<file path="src/shared/gpp_pkg.sv">
// Constants shared by the general pin port: register map, field positions,
// reset values and timing figures.
// Assumes a byte-addressed configuration bus with 32-bit data words.
package gpp_pkg;

  localparam int unsigned GPP_PINS = 16;

  // Register byte addresses on the configuration bus
  localparam logic [31:0] GPP_ADDR_ENABLE = 32'h01B0_0000;
  localparam logic [31:0] GPP_ADDR_DIRECTION = 32'h01B0_0004;
  localparam logic [31:0] GPP_ADDR_VALUE = 32'h01B0_0008;
  localparam logic [31:0] GPP_ADDR_RISE_FLAGS = 32'h01B0_0010;
  localparam logic [31:0] GPP_ADDR_RISE_MASK = 32'h01B0_0014;
  localparam logic [31:0] GPP_ADDR_FALL_FLAGS = 32'h01B0_0018;
  localparam logic [31:0] GPP_ADDR_FALL_MASK = 32'h01B0_001C;
  localparam logic [31:0] GPP_ADDR_GLOBAL_CTRL = 32'h01B0_0020;
  localparam logic [31:0] GPP_ADDR_POLARITY = 32'h01B0_0024;

  // Reset values
  localparam logic [15:0] GPP_RST_ENABLE = 16'h00FF;
  localparam logic [15:0] GPP_RST_DIRECTION = 16'h0000;
  localparam logic [15:0] GPP_RST_VALUE = 16'h0000;
  localparam logic [15:0] GPP_RST_MASK = 16'h0000;
  localparam logic [15:0] GPP_RST_POLARITY = 16'h0000;
  localparam logic [2:0] GPP_RST_GLOBAL = 3'h0;

  // Global control field positions
  localparam int unsigned GPP_GC_DELTA_BIT = 0;
  localparam int unsigned GPP_GC_AND_BIT = 1;
  localparam int unsigned GPP_GC_INVERT_BIT = 2;
  localparam int unsigned GPP_GC_WIDTH = 3;

  // Input synchroniser depth
  localparam int unsigned GPP_SYNC_STAGES = 2;

  // Clock and the least input hold time for software polling
  localparam int unsigned GPP_CLK_PERIOD_PS = 5000;
  localparam int unsigned GPP_POLL_HOLD_PERIODS = 12;
  localparam int unsigned GPP_POLL_HOLD_PS = GPP_POLL_HOLD_PERIODS * GPP_CLK_PERIOD_PS;
  localparam int unsigned GPP_POLL_HOLD_CYCLES = (GPP_POLL_HOLD_PS + GPP_CLK_PERIOD_PS - 1) / GPP_CLK_PERIOD_PS;

  typedef enum logic [1:0] {
    GPP_EVT_IDLE,
    GPP_EVT_ACTIVE
  } gpp_evt_state_type;

endpackage

</file>
<file path="src/shared/gpp_sync_if.sv">
// Carrier for the synchronised pin levels and their edges.
// Assumes producer and consumer share clock_i.
`timescale 1ns/10ps
interface gpp_sync_if #(
  parameter int unsigned WIDTH = 16
);
  logic [WIDTH-1:0] level;
  logic [WIDTH-1:0] rise;
  logic [WIDTH-1:0] fall;

  modport src (output level, output rise, output fall);
  modport dst (input level, input rise, input fall);
endinterface

</file>
<file path="src/gpp_pin_sync.sv">
// Two-flop synchroniser and edge detector for the general pins.
// Assumes pin inputs are asynchronous to clock_i.
`timescale 1ns/10ps
module gpp_pin_sync
  import gpp_pkg::*;
#(
  parameter int unsigned WIDTH = GPP_PINS
) (
  // Clock and reset
  input wire logic clock_i,
  input wire logic rst_n_i,
  // Raw pins
  input wire logic [WIDTH-1:0] pin_i,
  // Synchronised view
  gpp_sync_if.src sync_o
);

  logic [WIDTH-1:0] meta_r;
  logic [WIDTH-1:0] stable_r;
  logic [WIDTH-1:0] prev_r;

  // First stage feeds only the second stage
  always_ff @(posedge clock_i or negedge rst_n_i) begin
    if (!rst_n_i) begin
      meta_r <= '0;
      stable_r <= '0;
      prev_r <= '0;
    end else begin
      meta_r <= pin_i;
      stable_r <= meta_r;
      prev_r <= stable_r;
    end
  end

  assign sync_o.level = stable_r;
  assign sync_o.rise = stable_r & ~prev_r;
  assign sync_o.fall = ~stable_r & prev_r;

endmodule

</file>
<file path="src/gpp_event_gen.sv">
// Combines per-pin change flags or levels into one event condition.
// Assumes all inputs are registers on clock_i; output is combinational.
`timescale 1ns/10ps
module gpp_event_gen
  import gpp_pkg::*;
#(
  parameter int unsigned WIDTH = GPP_PINS
) (
  // Per-pin sources
  input wire logic [WIDTH-1:0] level_i,
  input wire logic [WIDTH-1:0] input_pins_i,
  input wire logic [WIDTH-1:0] rise_flags_i,
  input wire logic [WIDTH-1:0] fall_flags_i,
  // Settings
  input wire logic [WIDTH-1:0] rise_mask_i,
  input wire logic [WIDTH-1:0] fall_mask_i,
  input wire logic [WIDTH-1:0] polarity_i,
  input wire logic [GPP_GC_WIDTH-1:0] global_i,
  // Result
  output logic event_o
);

  wire [WIDTH-1:0] selected = (rise_mask_i | fall_mask_i) & input_pins_i;
  wire [WIDTH-1:0] delta_term = (rise_flags_i & rise_mask_i) | (fall_flags_i & fall_mask_i);
  // Polarity one means the pin is active low
  wire [WIDTH-1:0] pass_term = level_i ^ polarity_i;
  wire [WIDTH-1:0] term = global_i[GPP_GC_DELTA_BIT] ? delta_term : pass_term;
  wire any_hit = |(term & selected);
  // An empty selection never satisfies the AND mode
  wire all_hit = (|selected) & (&(term | ~selected));
  wire raw = global_i[GPP_GC_AND_BIT] ? all_hit : any_hit;

  assign event_o = raw ^ global_i[GPP_GC_INVERT_BIT];

endmodule

</file>
<file path="src/gpp_top.sv">
// General pin port: sixteen general pins behind a configuration-bus
// register bank, with change flags feeding interrupt and DMA events.
// Assumes a single-cycle configuration bus master on clock_i; pins are
// asynchronous and resolved outside from the output enables.
//
// Behaviour
// - Sixteen pins, 15 down to 0, each with its own enable and direction bit.
// - A pin is under general control only while its enable bit is one.
// - Direction zero makes the pin an input that is never driven.
// - Direction one makes the pin an output driven from the value register.
// - The direction bit of a disabled pin has no effect.
// - Writing the value register sets the level of every enabled output pin.
// - Reading the value register returns the sampled level of enabled input pins.
// - After reset every direction bit selects input.
// - Pin activity raises processor interrupts and DMA events in selectable modes.
// - After reset pins 7 to 0 are enabled and are inputs.
`timescale 1ns/10ps
module gpp_top
  import gpp_pkg::*;
#(
  parameter int unsigned PINS = GPP_PINS
) (
  // Clock and reset
  input wire logic clock_i,
  input wire logic rst_n_i,
  // Configuration bus
  input wire logic [31:0] cfg_addr_i,
  input wire logic cfg_wr_i,
  input wire logic cfg_rd_i,
  input wire logic [31:0] cfg_wdata_i,
  output logic [31:0] cfg_rdata_o,
  output logic cfg_ack_o,
  // General pins
  input wire logic [PINS-1:0] general_pins_i,
  output logic [PINS-1:0] general_pins_o,
  output logic [PINS-1:0] general_pins_oe_o,
  // Events
  output logic interrupt_o,
  output logic dma_sync_event_o
);

  ////////////////////////////////////////////////////////////////////////////
  // Register storage

  logic [PINS-1:0] pin_enable_register_r;
  logic [PINS-1:0] pin_enable_register_nxt;
  logic [PINS-1:0] pin_direction_register_r;
  logic [PINS-1:0] pin_direction_register_nxt;
  logic [PINS-1:0] pin_value_register_r;
  logic [PINS-1:0] pin_value_register_nxt;
  logic [PINS-1:0] rising_change_flags_r;
  logic [PINS-1:0] rising_change_flags_nxt;
  logic [PINS-1:0] falling_change_flags_r;
  logic [PINS-1:0] falling_change_flags_nxt;
  logic [PINS-1:0] rising_change_mask_r;
  logic [PINS-1:0] rising_change_mask_nxt;
  logic [PINS-1:0] falling_change_mask_r;
  logic [PINS-1:0] falling_change_mask_nxt;
  logic [GPP_GC_WIDTH-1:0] port_global_control_r;
  logic [GPP_GC_WIDTH-1:0] port_global_control_nxt;
  logic [PINS-1:0] event_polarity_r;
  logic [PINS-1:0] event_polarity_nxt;

  ////////////////////////////////////////////////////////////////////////////
  // Pin synchronisation

  gpp_sync_if #(.WIDTH(PINS)) pin_sync ();

  // Levels shorter than the polling hold may be missed by reads but
  // still latch a change flag once past the synchroniser.
  gpp_pin_sync #(.WIDTH(PINS)) u_sync (
    .clock_i(clock_i),
    .rst_n_i(rst_n_i),
    .pin_i(general_pins_i),
    .sync_o(pin_sync.src)
  );

  ////////////////////////////////////////////////////////////////////////////
  // Pin roles

  wire [PINS-1:0] output_pins = pin_enable_register_r & pin_direction_register_r;
  wire [PINS-1:0] input_pins = pin_enable_register_r & ~pin_direction_register_r;

  ////////////////////////////////////////////////////////////////////////////
  // Address decode

  wire hit_enable = cfg_addr_i == GPP_ADDR_ENABLE;
  wire hit_direction = cfg_addr_i == GPP_ADDR_DIRECTION;
  wire hit_value = cfg_addr_i == GPP_ADDR_VALUE;
  wire hit_rise_flags = cfg_addr_i == GPP_ADDR_RISE_FLAGS;
  wire hit_rise_mask = cfg_addr_i == GPP_ADDR_RISE_MASK;
  wire hit_fall_flags = cfg_addr_i == GPP_ADDR_FALL_FLAGS;
  wire hit_fall_mask = cfg_addr_i == GPP_ADDR_FALL_MASK;
  wire hit_global = cfg_addr_i == GPP_ADDR_GLOBAL_CTRL;
  wire hit_polarity = cfg_addr_i == GPP_ADDR_POLARITY;

  wire wr_enable = cfg_wr_i & hit_enable;
  wire wr_direction = cfg_wr_i & hit_direction;
  wire wr_value = cfg_wr_i & hit_value;
  wire wr_rise_flags = cfg_wr_i & hit_rise_flags;
  wire wr_rise_mask = cfg_wr_i & hit_rise_mask;
  wire wr_fall_flags = cfg_wr_i & hit_fall_flags;
  wire wr_fall_mask = cfg_wr_i & hit_fall_mask;
  wire wr_global = cfg_wr_i & hit_global;
  wire wr_polarity = cfg_wr_i & hit_polarity;

  wire [PINS-1:0] wdata_pins = cfg_wdata_i[PINS-1:0];

  ////////////////////////////////////////////////////////////////////////////
  // Next-state of plain registers

  assign pin_enable_register_nxt = wr_enable ? wdata_pins : pin_enable_register_r;
  assign pin_direction_register_nxt = wr_direction ? wdata_pins : pin_direction_register_r;
  // Bits of input pins are stored too and drive once the pin turns output
  assign pin_value_register_nxt = wr_value ? wdata_pins : pin_value_register_r;
  assign rising_change_mask_nxt = wr_rise_mask ? wdata_pins : rising_change_mask_r;
  assign falling_change_mask_nxt = wr_fall_mask ? wdata_pins : falling_change_mask_r;
  assign port_global_control_nxt = wr_global ? cfg_wdata_i[GPP_GC_WIDTH-1:0] : port_global_control_r;
  assign event_polarity_nxt = wr_polarity ? wdata_pins : event_polarity_r;

  // Drive roles after this edge, so level and enable change together
  wire [PINS-1:0] output_pins_nxt = pin_enable_register_nxt & pin_direction_register_nxt;

  ////////////////////////////////////////////////////////////////////////////
  // Change flags: one per pin, write one to clear, a new edge wins

  genvar gi;
  generate
    for (gi = 0; gi < PINS; gi++) begin : g_flag
      wire rise_set = pin_sync.rise[gi] & input_pins[gi];
      wire fall_set = pin_sync.fall[gi] & input_pins[gi];
      wire rise_clr = wr_rise_flags & cfg_wdata_i[gi];
      wire fall_clr = wr_fall_flags & cfg_wdata_i[gi];
      assign rising_change_flags_nxt[gi] = rise_set | (rising_change_flags_r[gi] & ~rise_clr);
      assign falling_change_flags_nxt[gi] = fall_set | (falling_change_flags_r[gi] & ~fall_clr);
    end
  endgenerate

  always_ff @(posedge clock_i or negedge rst_n_i) begin
    if (!rst_n_i) begin
      pin_enable_register_r <= GPP_RST_ENABLE;
      pin_direction_register_r <= GPP_RST_DIRECTION;
      pin_value_register_r <= GPP_RST_VALUE;
      rising_change_flags_r <= '0;
      falling_change_flags_r <= '0;
      rising_change_mask_r <= GPP_RST_MASK;
      falling_change_mask_r <= GPP_RST_MASK;
      port_global_control_r <= GPP_RST_GLOBAL;
      event_polarity_r <= GPP_RST_POLARITY;
    end else begin
      pin_enable_register_r <= pin_enable_register_nxt;
      pin_direction_register_r <= pin_direction_register_nxt;
      pin_value_register_r <= pin_value_register_nxt;
      rising_change_flags_r <= rising_change_flags_nxt;
      falling_change_flags_r <= falling_change_flags_nxt;
      rising_change_mask_r <= rising_change_mask_nxt;
      falling_change_mask_r <= falling_change_mask_nxt;
      port_global_control_r <= port_global_control_nxt;
      event_polarity_r <= event_polarity_nxt;
    end
  end

  ////////////////////////////////////////////////////////////////////////////
  // Pin drivers, registered so pins never glitch on decode

  logic [PINS-1:0] pins_out_r;
  logic [PINS-1:0] pins_oe_r;

  always_ff @(posedge clock_i or negedge rst_n_i) begin
    if (!rst_n_i) begin
      pins_out_r <= '0;
      pins_oe_r <= '0;
    end else begin
      pins_out_r <= pin_value_register_nxt & output_pins_nxt;
      pins_oe_r <= output_pins_nxt;
    end
  end

  assign general_pins_o = pins_out_r;
  assign general_pins_oe_o = pins_oe_r;

  ////////////////////////////////////////////////////////////////////////////
  // Read path

  // Inputs show the pin, outputs show what is driven, disabled pins read zero
  wire [PINS-1:0] value_view = (pin_sync.level & input_pins) | (pin_value_register_r & output_pins);

  logic [31:0] rd_mux;
  always_comb begin
    rd_mux = '0;
    case (1'b1)
      hit_enable: rd_mux[PINS-1:0] = pin_enable_register_r;
      hit_direction: rd_mux[PINS-1:0] = pin_direction_register_r;
      hit_value: rd_mux[PINS-1:0] = value_view;
      hit_rise_flags: rd_mux[PINS-1:0] = rising_change_flags_r;
      hit_rise_mask: rd_mux[PINS-1:0] = rising_change_mask_r;
      hit_fall_flags: rd_mux[PINS-1:0] = falling_change_flags_r;
      hit_fall_mask: rd_mux[PINS-1:0] = falling_change_mask_r;
      hit_global: rd_mux[GPP_GC_WIDTH-1:0] = port_global_control_r;
      hit_polarity: rd_mux[PINS-1:0] = event_polarity_r;
      default: rd_mux = '0;
    endcase
  end

  logic [31:0] rdata_r;
  logic ack_r;

  // Every access is answered, unmapped ones with zero data
  always_ff @(posedge clock_i or negedge rst_n_i) begin
    if (!rst_n_i) begin
      rdata_r <= '0;
      ack_r <= 1'b0;
    end else begin
      rdata_r <= cfg_rd_i ? rd_mux : '0;
      ack_r <= cfg_rd_i | cfg_wr_i;
    end
  end

  assign cfg_rdata_o = rdata_r;
  assign cfg_ack_o = ack_r;

  ////////////////////////////////////////////////////////////////////////////
  // Event generation

  wire event_cond;

  gpp_event_gen #(.WIDTH(PINS)) u_event (
    .level_i(pin_sync.level),
    .input_pins_i(input_pins),
    .rise_flags_i(rising_change_flags_r),
    .fall_flags_i(falling_change_flags_r),
    .rise_mask_i(rising_change_mask_r),
    .fall_mask_i(falling_change_mask_r),
    .polarity_i(event_polarity_r),
    .global_i(port_global_control_r),
    .event_o(event_cond)
  );

  gpp_evt_state_type evt_state_r;
  gpp_evt_state_type evt_state_nxt;
  logic irq_r;
  logic dma_r;

  // One pulse per assertion: a held condition must drop before it fires again
  always_comb begin
    evt_state_nxt = evt_state_r;
    case (evt_state_r)
      GPP_EVT_IDLE: begin
        if (event_cond) begin
          evt_state_nxt = GPP_EVT_ACTIVE;
        end
      end
      GPP_EVT_ACTIVE: begin
        if (!event_cond) begin
          evt_state_nxt = GPP_EVT_IDLE;
        end
      end
      default: evt_state_nxt = GPP_EVT_IDLE;
    endcase
  end

  wire evt_fire = (evt_state_r == GPP_EVT_IDLE) & event_cond;

  always_ff @(posedge clock_i or negedge rst_n_i) begin
    if (!rst_n_i) begin
      evt_state_r <= GPP_EVT_IDLE;
      irq_r <= 1'b0;
      dma_r <= 1'b0;
    end else begin
      evt_state_r <= evt_state_nxt;
      irq_r <= evt_fire;
      dma_r <= evt_fire;
    end
  end

  assign interrupt_o = irq_r;
  assign dma_sync_event_o = dma_r;

endmodule

</file>
<file path="config.mk">
export PLATFORM = sky130hd
export DESIGN_NAME = gpp_top
export DESIGN_NICKNAME = d
export VERILOG_FILES = /design/src/shared/gpp_pkg.sv /design/src/shared/gpp_sync_if.sv /design/src/gpp_pin_sync.sv /design/src/gpp_event_gen.sv /design/src/gpp_top.sv
export SDC_FILE = /design/constraint.sdc
export NUM_CORES = 1
export LEC_CHECK = 0
export BUFFER_PORTS_ARGS = -buffer_cell sky130_fd_sc_hd__buf_2
export CORE_MARGIN = 10
export CORE_UTILIZATION = 55
export CTS_CLUSTER_DIAMETER = 80
export DETAILED_ROUTE_END_ITERATION = 16
export PLACE_DENSITY = 0.77
export SETUP_SLACK_MARGIN = 0.2
export SYNTH_ARGS = -nofsm -noshare
export SYNTH_HDL_FRONTEND = slang
export SYNTH_SLANG_ARGS = --single-unit
</file>
<file path="constraint.sdc">
create_clock -name clock_i -period 7.4 [get_ports clock_i]
set_input_delay 1.11 -clock clock_i [delete_from_list [all_inputs] [get_ports clock_i]]
set_output_delay 1.11 -clock clock_i [all_outputs]
set_load 0.05 [all_outputs]
</file>
**Word level (Yosys, flattened, before mapping)**

Index checks and enable logic that the tools add are counted.
Widths: inputs -> output; s select.

- Register bits: 231
- Input port bits: 84
- Output and inout bits: 67

- Equality and inequality tests: 12
- Muxes and demuxes: 27
- Bitwise operators: 194
- Reduce and logical (&&, ||, !) cells: 5

Operators by type and width:

| kind | count |
|---|---|
| $eq 32x25->1 const B | 9 |
| $and 16x16->16 | 12 |
| $mux 13 | 9 |
| $and 1x1->1 | 107 |
| $mux 16 | 5 |
| $not 16->16 | 4 |
| $or 16x16->16 | 4 |
| $or 1x1->1 | 33 |
| $not 1->1 | 32 |
| $reduce_or 16->1 | 2 |
| $mux 3 | 9 |
| $reduce_and 16->1 | 1 |
| $xor 16x16->16 | 1 |
| $mux 2 | 2 |
| $ne 2x2->1 const B | 2 |
| $pmux 2 s2 | 1 |
| $eq 2x1->1 const B | 1 |
| $logic_not 2->1 | 1 |
| $reduce_and 2->1 | 1 |
| $mux 1 | 1 |
| $xor 1x1->1 | 1 |

**Logic depth before layout (Yosys ltp)**

- Word-level depth: 11
- Depth in mapped cells: 9
- Gate-level depth less buffers: 8

**Modules after synthesis**

From an unflattened synthesis, not the netlist that was laid out.

- Cell total of the unflattened synthesis: 997
- Area, all modules: 10,971.8 um^2

By module, submodules not included:

| module | times used | cells each | area an instance (um^2) | seq. area each (um^2) |
|---|---|---|---|---|
| gpp_top | 1 | 780 | 8,570.7 | 4,564.4 |
| gpp_pin_sync | 1 | 80 | 1,481.4 | 1,201.2 |
| gpp_event_gen | 1 | 137 | 919.6 | 0.0 |

**Worst setup path before layout**

OpenSTA, ideal clock, no wires.

- Path type: input to register
- Start: in cfg_addr_i[13]
- End: reg pin_enable_register_r[10]
- Setup time: 0.125 ns
- Arrival time: 2.940 ns
- Path slack: 4.335 ns
- Stages: 7
- Cell sequence: nor4_1 > nand2_1 > nor4_4 > and2_0 > buf_2 > buf_4 > mux2_2

- Longest elaborated chain between the ends: 3

RTL lines:

| what | line | text |
|---|---|---|
| start: declaration | gpp_top.sv:27 | `input wire logic [31:0] cfg_addr_i,` |
| $eq 32x25->1 | gpp_top.sv:87 | `wire hit_enable = cfg_addr_i == GPP_ADDR_ENABLE;` |
| $and 1x1->1 | gpp_top.sv:97 | `wire wr_enable = cfg_wr_i & hit_enable;` |
| $mux 16 | gpp_top.sv:112 | `assign pin_enable_register_nxt = wr_enable ? wdata_pins : pin_enable_register_r;` |
| via pin_enable_register_nxt[10] | gpp_top.sv:46 | `logic [PINS-1:0] pin_enable_register_nxt;` |
| end signal: assignment | gpp_top.sv:151 | `pin_enable_register_r <= pin_enable_register_nxt;` |
| end: declaration | gpp_top.sv:45 | `logic [PINS-1:0] pin_enable_register_r;` |

The timed path passes the listed nets, and every way through them passes these cells.
A chain may end at the register's enable or synchronous reset.

**Final worst setup path**

- Start: in cfg_addr_i[2]
- End: reg pin_direction_register_r[2]

- Longest elaborated chain between the ends: 3

RTL lines:

| what | line | text |
|---|---|---|
| $eq 32x25->1 | gpp_top.sv:88 | `wire hit_direction = cfg_addr_i == GPP_ADDR_DIRECTION;` |
| $and 1x1->1 | gpp_top.sv:98 | `wire wr_direction = cfg_wr_i & hit_direction;` |
| $mux 16 | gpp_top.sv:113 | `assign pin_direction_register_nxt = wr_direction ? wdata_pins : pin_direction_register_r;` |
| via pin_direction_register_nxt[2] | gpp_top.sv:48 | `logic [PINS-1:0] pin_direction_register_nxt;` |
| end signal: assignment | gpp_top.sv:152 | `pin_direction_register_r <= pin_direction_register_nxt;` |
| end: declaration | gpp_top.sv:47 | `logic [PINS-1:0] pin_direction_register_r;` |

The timed path passes the listed nets, and every way through them passes these cells.

==> impl_metrics.py <==
metrics = {
    "outcome": {
        "status": "completed",
    },
    "clock_tree": {
        "clk_latency_ns": 0.52,
        "cts.clk_slew.worst_paths_ns": 0.06,
        "clock-root-buffer": "clkbuf_16",
        "cts_max_level": 1,
        "ctsLongestPathBuffers": 3,
        "cts_resized": 0,
        "cts_buffers": 24,
        "cts_hold_buf": 0,
        "cts_tree": "built",
        "clkSinkCount": 230,
        "post_cts_buffers": 0,
    },
    "detailed_routing": {
        "drt-initial-drc-count": 732,
        "drt_wl_total_mm": 28.5,
        "antenna_left": 0,
        "drc": 0,
        "wl_per_cell_microns": 21.2,
        "vias": 8271,
        "viasPerCell": 6.14,
        "first_pass_iters": 5,
    },
    "finish": {
        "final_cell_mix": "dfrtp_1 (222), nand2_1 (129), buf_2 (117)",
        "fin_nets": 1149,
        "final_util": 0.635,
        "area_growth_pct": 13.7,
        "fill_cells": 1564,
        "diodes": 0,
        "ff_latch_area_sq_um": 5770,
        "layout_commonest_cell": "dfrtp_1",
        "multi_input_area_sq_um": 4610,
        "drive_gt1_frac": 0.273,
    },
    "logic_synthesis": {
        "ys.flop_type": "dfrtp_1",
        "async_flop_share": 1.00,
        "postSynthCellCount": 968,
        "avgSynthCellArea_sq_um": 11.2,
        "syn_area_sq_um": 10800,
        "synthDistinctLibCells": 61,
        "yosysWarnings": 0,
        "seq_area_frac_synth": 0.532,
        "synth_seq_cells": 230,
        "synth-edff-count": 0,
    },
    "place": {
        "place.gp.congestion": 0.901,
        "dpl.hpwl_mm": 18.8,
        "io_buffer_count": 118,
    },
    "global_route": {
        "grt_pass1_wl_mm": 45.4,
        "grt_usage": 0.215,
        "grt_pass1_vias": 8356,
        "grt_max_degree": 98,
        "overflow": 0,
        "antenna_found_initial": 0,
    },
    "setup_path": {
        "worstPathRequired_ns": 7.80,
        "ff2ff_path_depth": 7,
        "critPathLaunchType": "input port",
        "critPathKind": "input port to flip-flop",
        "worstPathMaxFanout": 24,
        "end_kind": "flip-flop",
        "arrival_ns": 4.74,
    },
    "timing": {
        "max_freq_mhz": 230,
        "period_needed_ns": 4.34,
        "max_slew_margin": 0.191,
        "rsz0062_at_grt": "false",
        "tightest_slew_ns": 1.20,
        "final.period_utilization": 0.587,
        "hold_violations": 0,
        "slew_violations": 0,
        "setup_violations": 0,
        "setup_tns_ns": 0,
        "finClkSkew_ns": 0.00737,
    },
    "floorplanning": {
        "top_level_ports": 151,
        "die_y_microns": 160,
        "coreArea_sq_um": 19400,
        "fp.dieW_microns": 160,
        "rows": 51,
        "dieArea_sq_um": 25700,
        "start_util": 0.558,
    },
    "power_and_ir_drop": {
        "p_per_area_nw_per_um2": 211,
        "peakVddDrop_uv": 191,
        "p_leak_nw": 5.96,
    },
    "worst_hold_path": {
        "hp-class": "flip-flop to flip-flop",
        "whs_path_depth": 0,
    },
    "job": {
        "cap_violations": 0,
    },
}
-- metrics by stage --
stage / area [sq um] / setup WS [ns] / power [mW] / hold slack, ns / instances
6_report: 12300 / 3.06 / 2.60 / 0.346 / 1347
4_1_cts: 12300 / 3.23 / 2.62 / 0.349 / 1347
3_3_place_gp: 11500 / 2.77 / 1.42 / 0.331 / 1303
3_5_place_dp: 11500 / 2.72 / 1.43 / 0.336 / 1303
5_1_grt: 12300 / 3.02 / 2.69 / 0.353 / 1347
2_1_floorplan: 10900 / 4.33 / 1.37 / 0.331 / 983
-- synthesized netlist by cell type, types with 19 or more instances --
library cell | instances | share of area
a21oi_1 | 32 | 0.015
a32o_1 | 34 | 0.031
buf_2 | 26 | 0.012
buf_4 | 21 | 0.015
clkbuf_1 | 23 | 0.0080
dfrtp_1 | 222 | 0.51
inv_1 | 35 | 0.012
mux2_2 | 85 | 0.088
mux2i_1 | 19 | 0.018
nand2_1 | 129 | 0.045
nor2_1 | 42 | 0.015
o21ai_0 | 50 | 0.023
o22ai_1 | 32 | 0.018
-- flip-flops by register name, indices dropped and copies added (netlist names), 16 cells and up --
register,flops
pin_value_register_r,16
cfg_rdata_o,16
falling_change_mask_r,16
general_pins_o,16
rising_change_mask_r,16
rising_change_flags_r,16
event_polarity_r,16
u_sync.prev_r,16
u_sync.meta_r,16
falling_change_flags_r,16
pin_direction_register_r,16
general_pins_oe_o,16
u_sync.sync_o.level,16
pin_enable_register_r,16
-- worst max-delay path, cell delays in order --
cell and delay (ns):
buf_2 0.44, nand3b_1 0.83, nor4_4 1.11, nand2_1 0.87
nand2_1 0.27, nand2_1 0.09
-- cells by family (layout without fill, tap and decap cells) --
group,Yosys count,count (layout),synth area share
AND/OR/NAND/NOR,263,263,0.128
other,1,16,0.000346
adder cells (fa/ha/maj),1,1,0.00115
buffers and inverters,108,207,0.0486
flip-flops,230,230,0.532
AO/OA/AOI/OAI,234,234,0.156
multiplexers,114,114,0.120
XOR/XNOR,17,17,0.0137
-- per-layer routing --
metal,GRT usage,share of wire,vias up
met1,0.277,0.42,4122
li1,-,-,3686
met3,0.0440,0.077,92
met2,0.352,0.47,371
met4,0.0814,0.035,0
met5,0,0,-
-- final cells by class --
type	count	area share
multi-input cells	645	0.374
clock inverters	8	0.00528
clock buffers	36	0.0598
well taps	265	0.0269
flip-flops and latches	230	0.468
repair buffers	128	0.0549
inverters	35	0.0107
-- power by group --
| group | switching [mW] | leakage [nW] | internal, mW | total, mW |
|---|---|---|---|---|
| Combinational | 0.0902 | 2.49 | 0.0311 | 0.121 |
| Sequential | 0.0103 | 3.07 | 1.27 | 1.28 |
| Clock | 0.479 | 0.405 | 0.720 | 1.20 |
-- worst paths after layout --
check | start | endpoint | slack, ns
hold reg to reg | u_sync.meta_r[5] | u_sync.sync_o.level[5] | 0.35
max in group asynchronous | rst_n_i | u_sync.sync_o.level[15] | 5.44
setup / recovery | cfg_addr_i[2] | pin_direction_register_r[2] | 3.06
min in group asynchronous | rst_n_i | general_pins_oe_o[1] | 0.58
hold / removal | u_sync.meta_r[5] | u_sync.sync_o.level[5] | 0.35
setup reg to reg | port_global_control_r[0] | evt_state_r[0] | 4.28
Power figures use the tool's default switching activity.
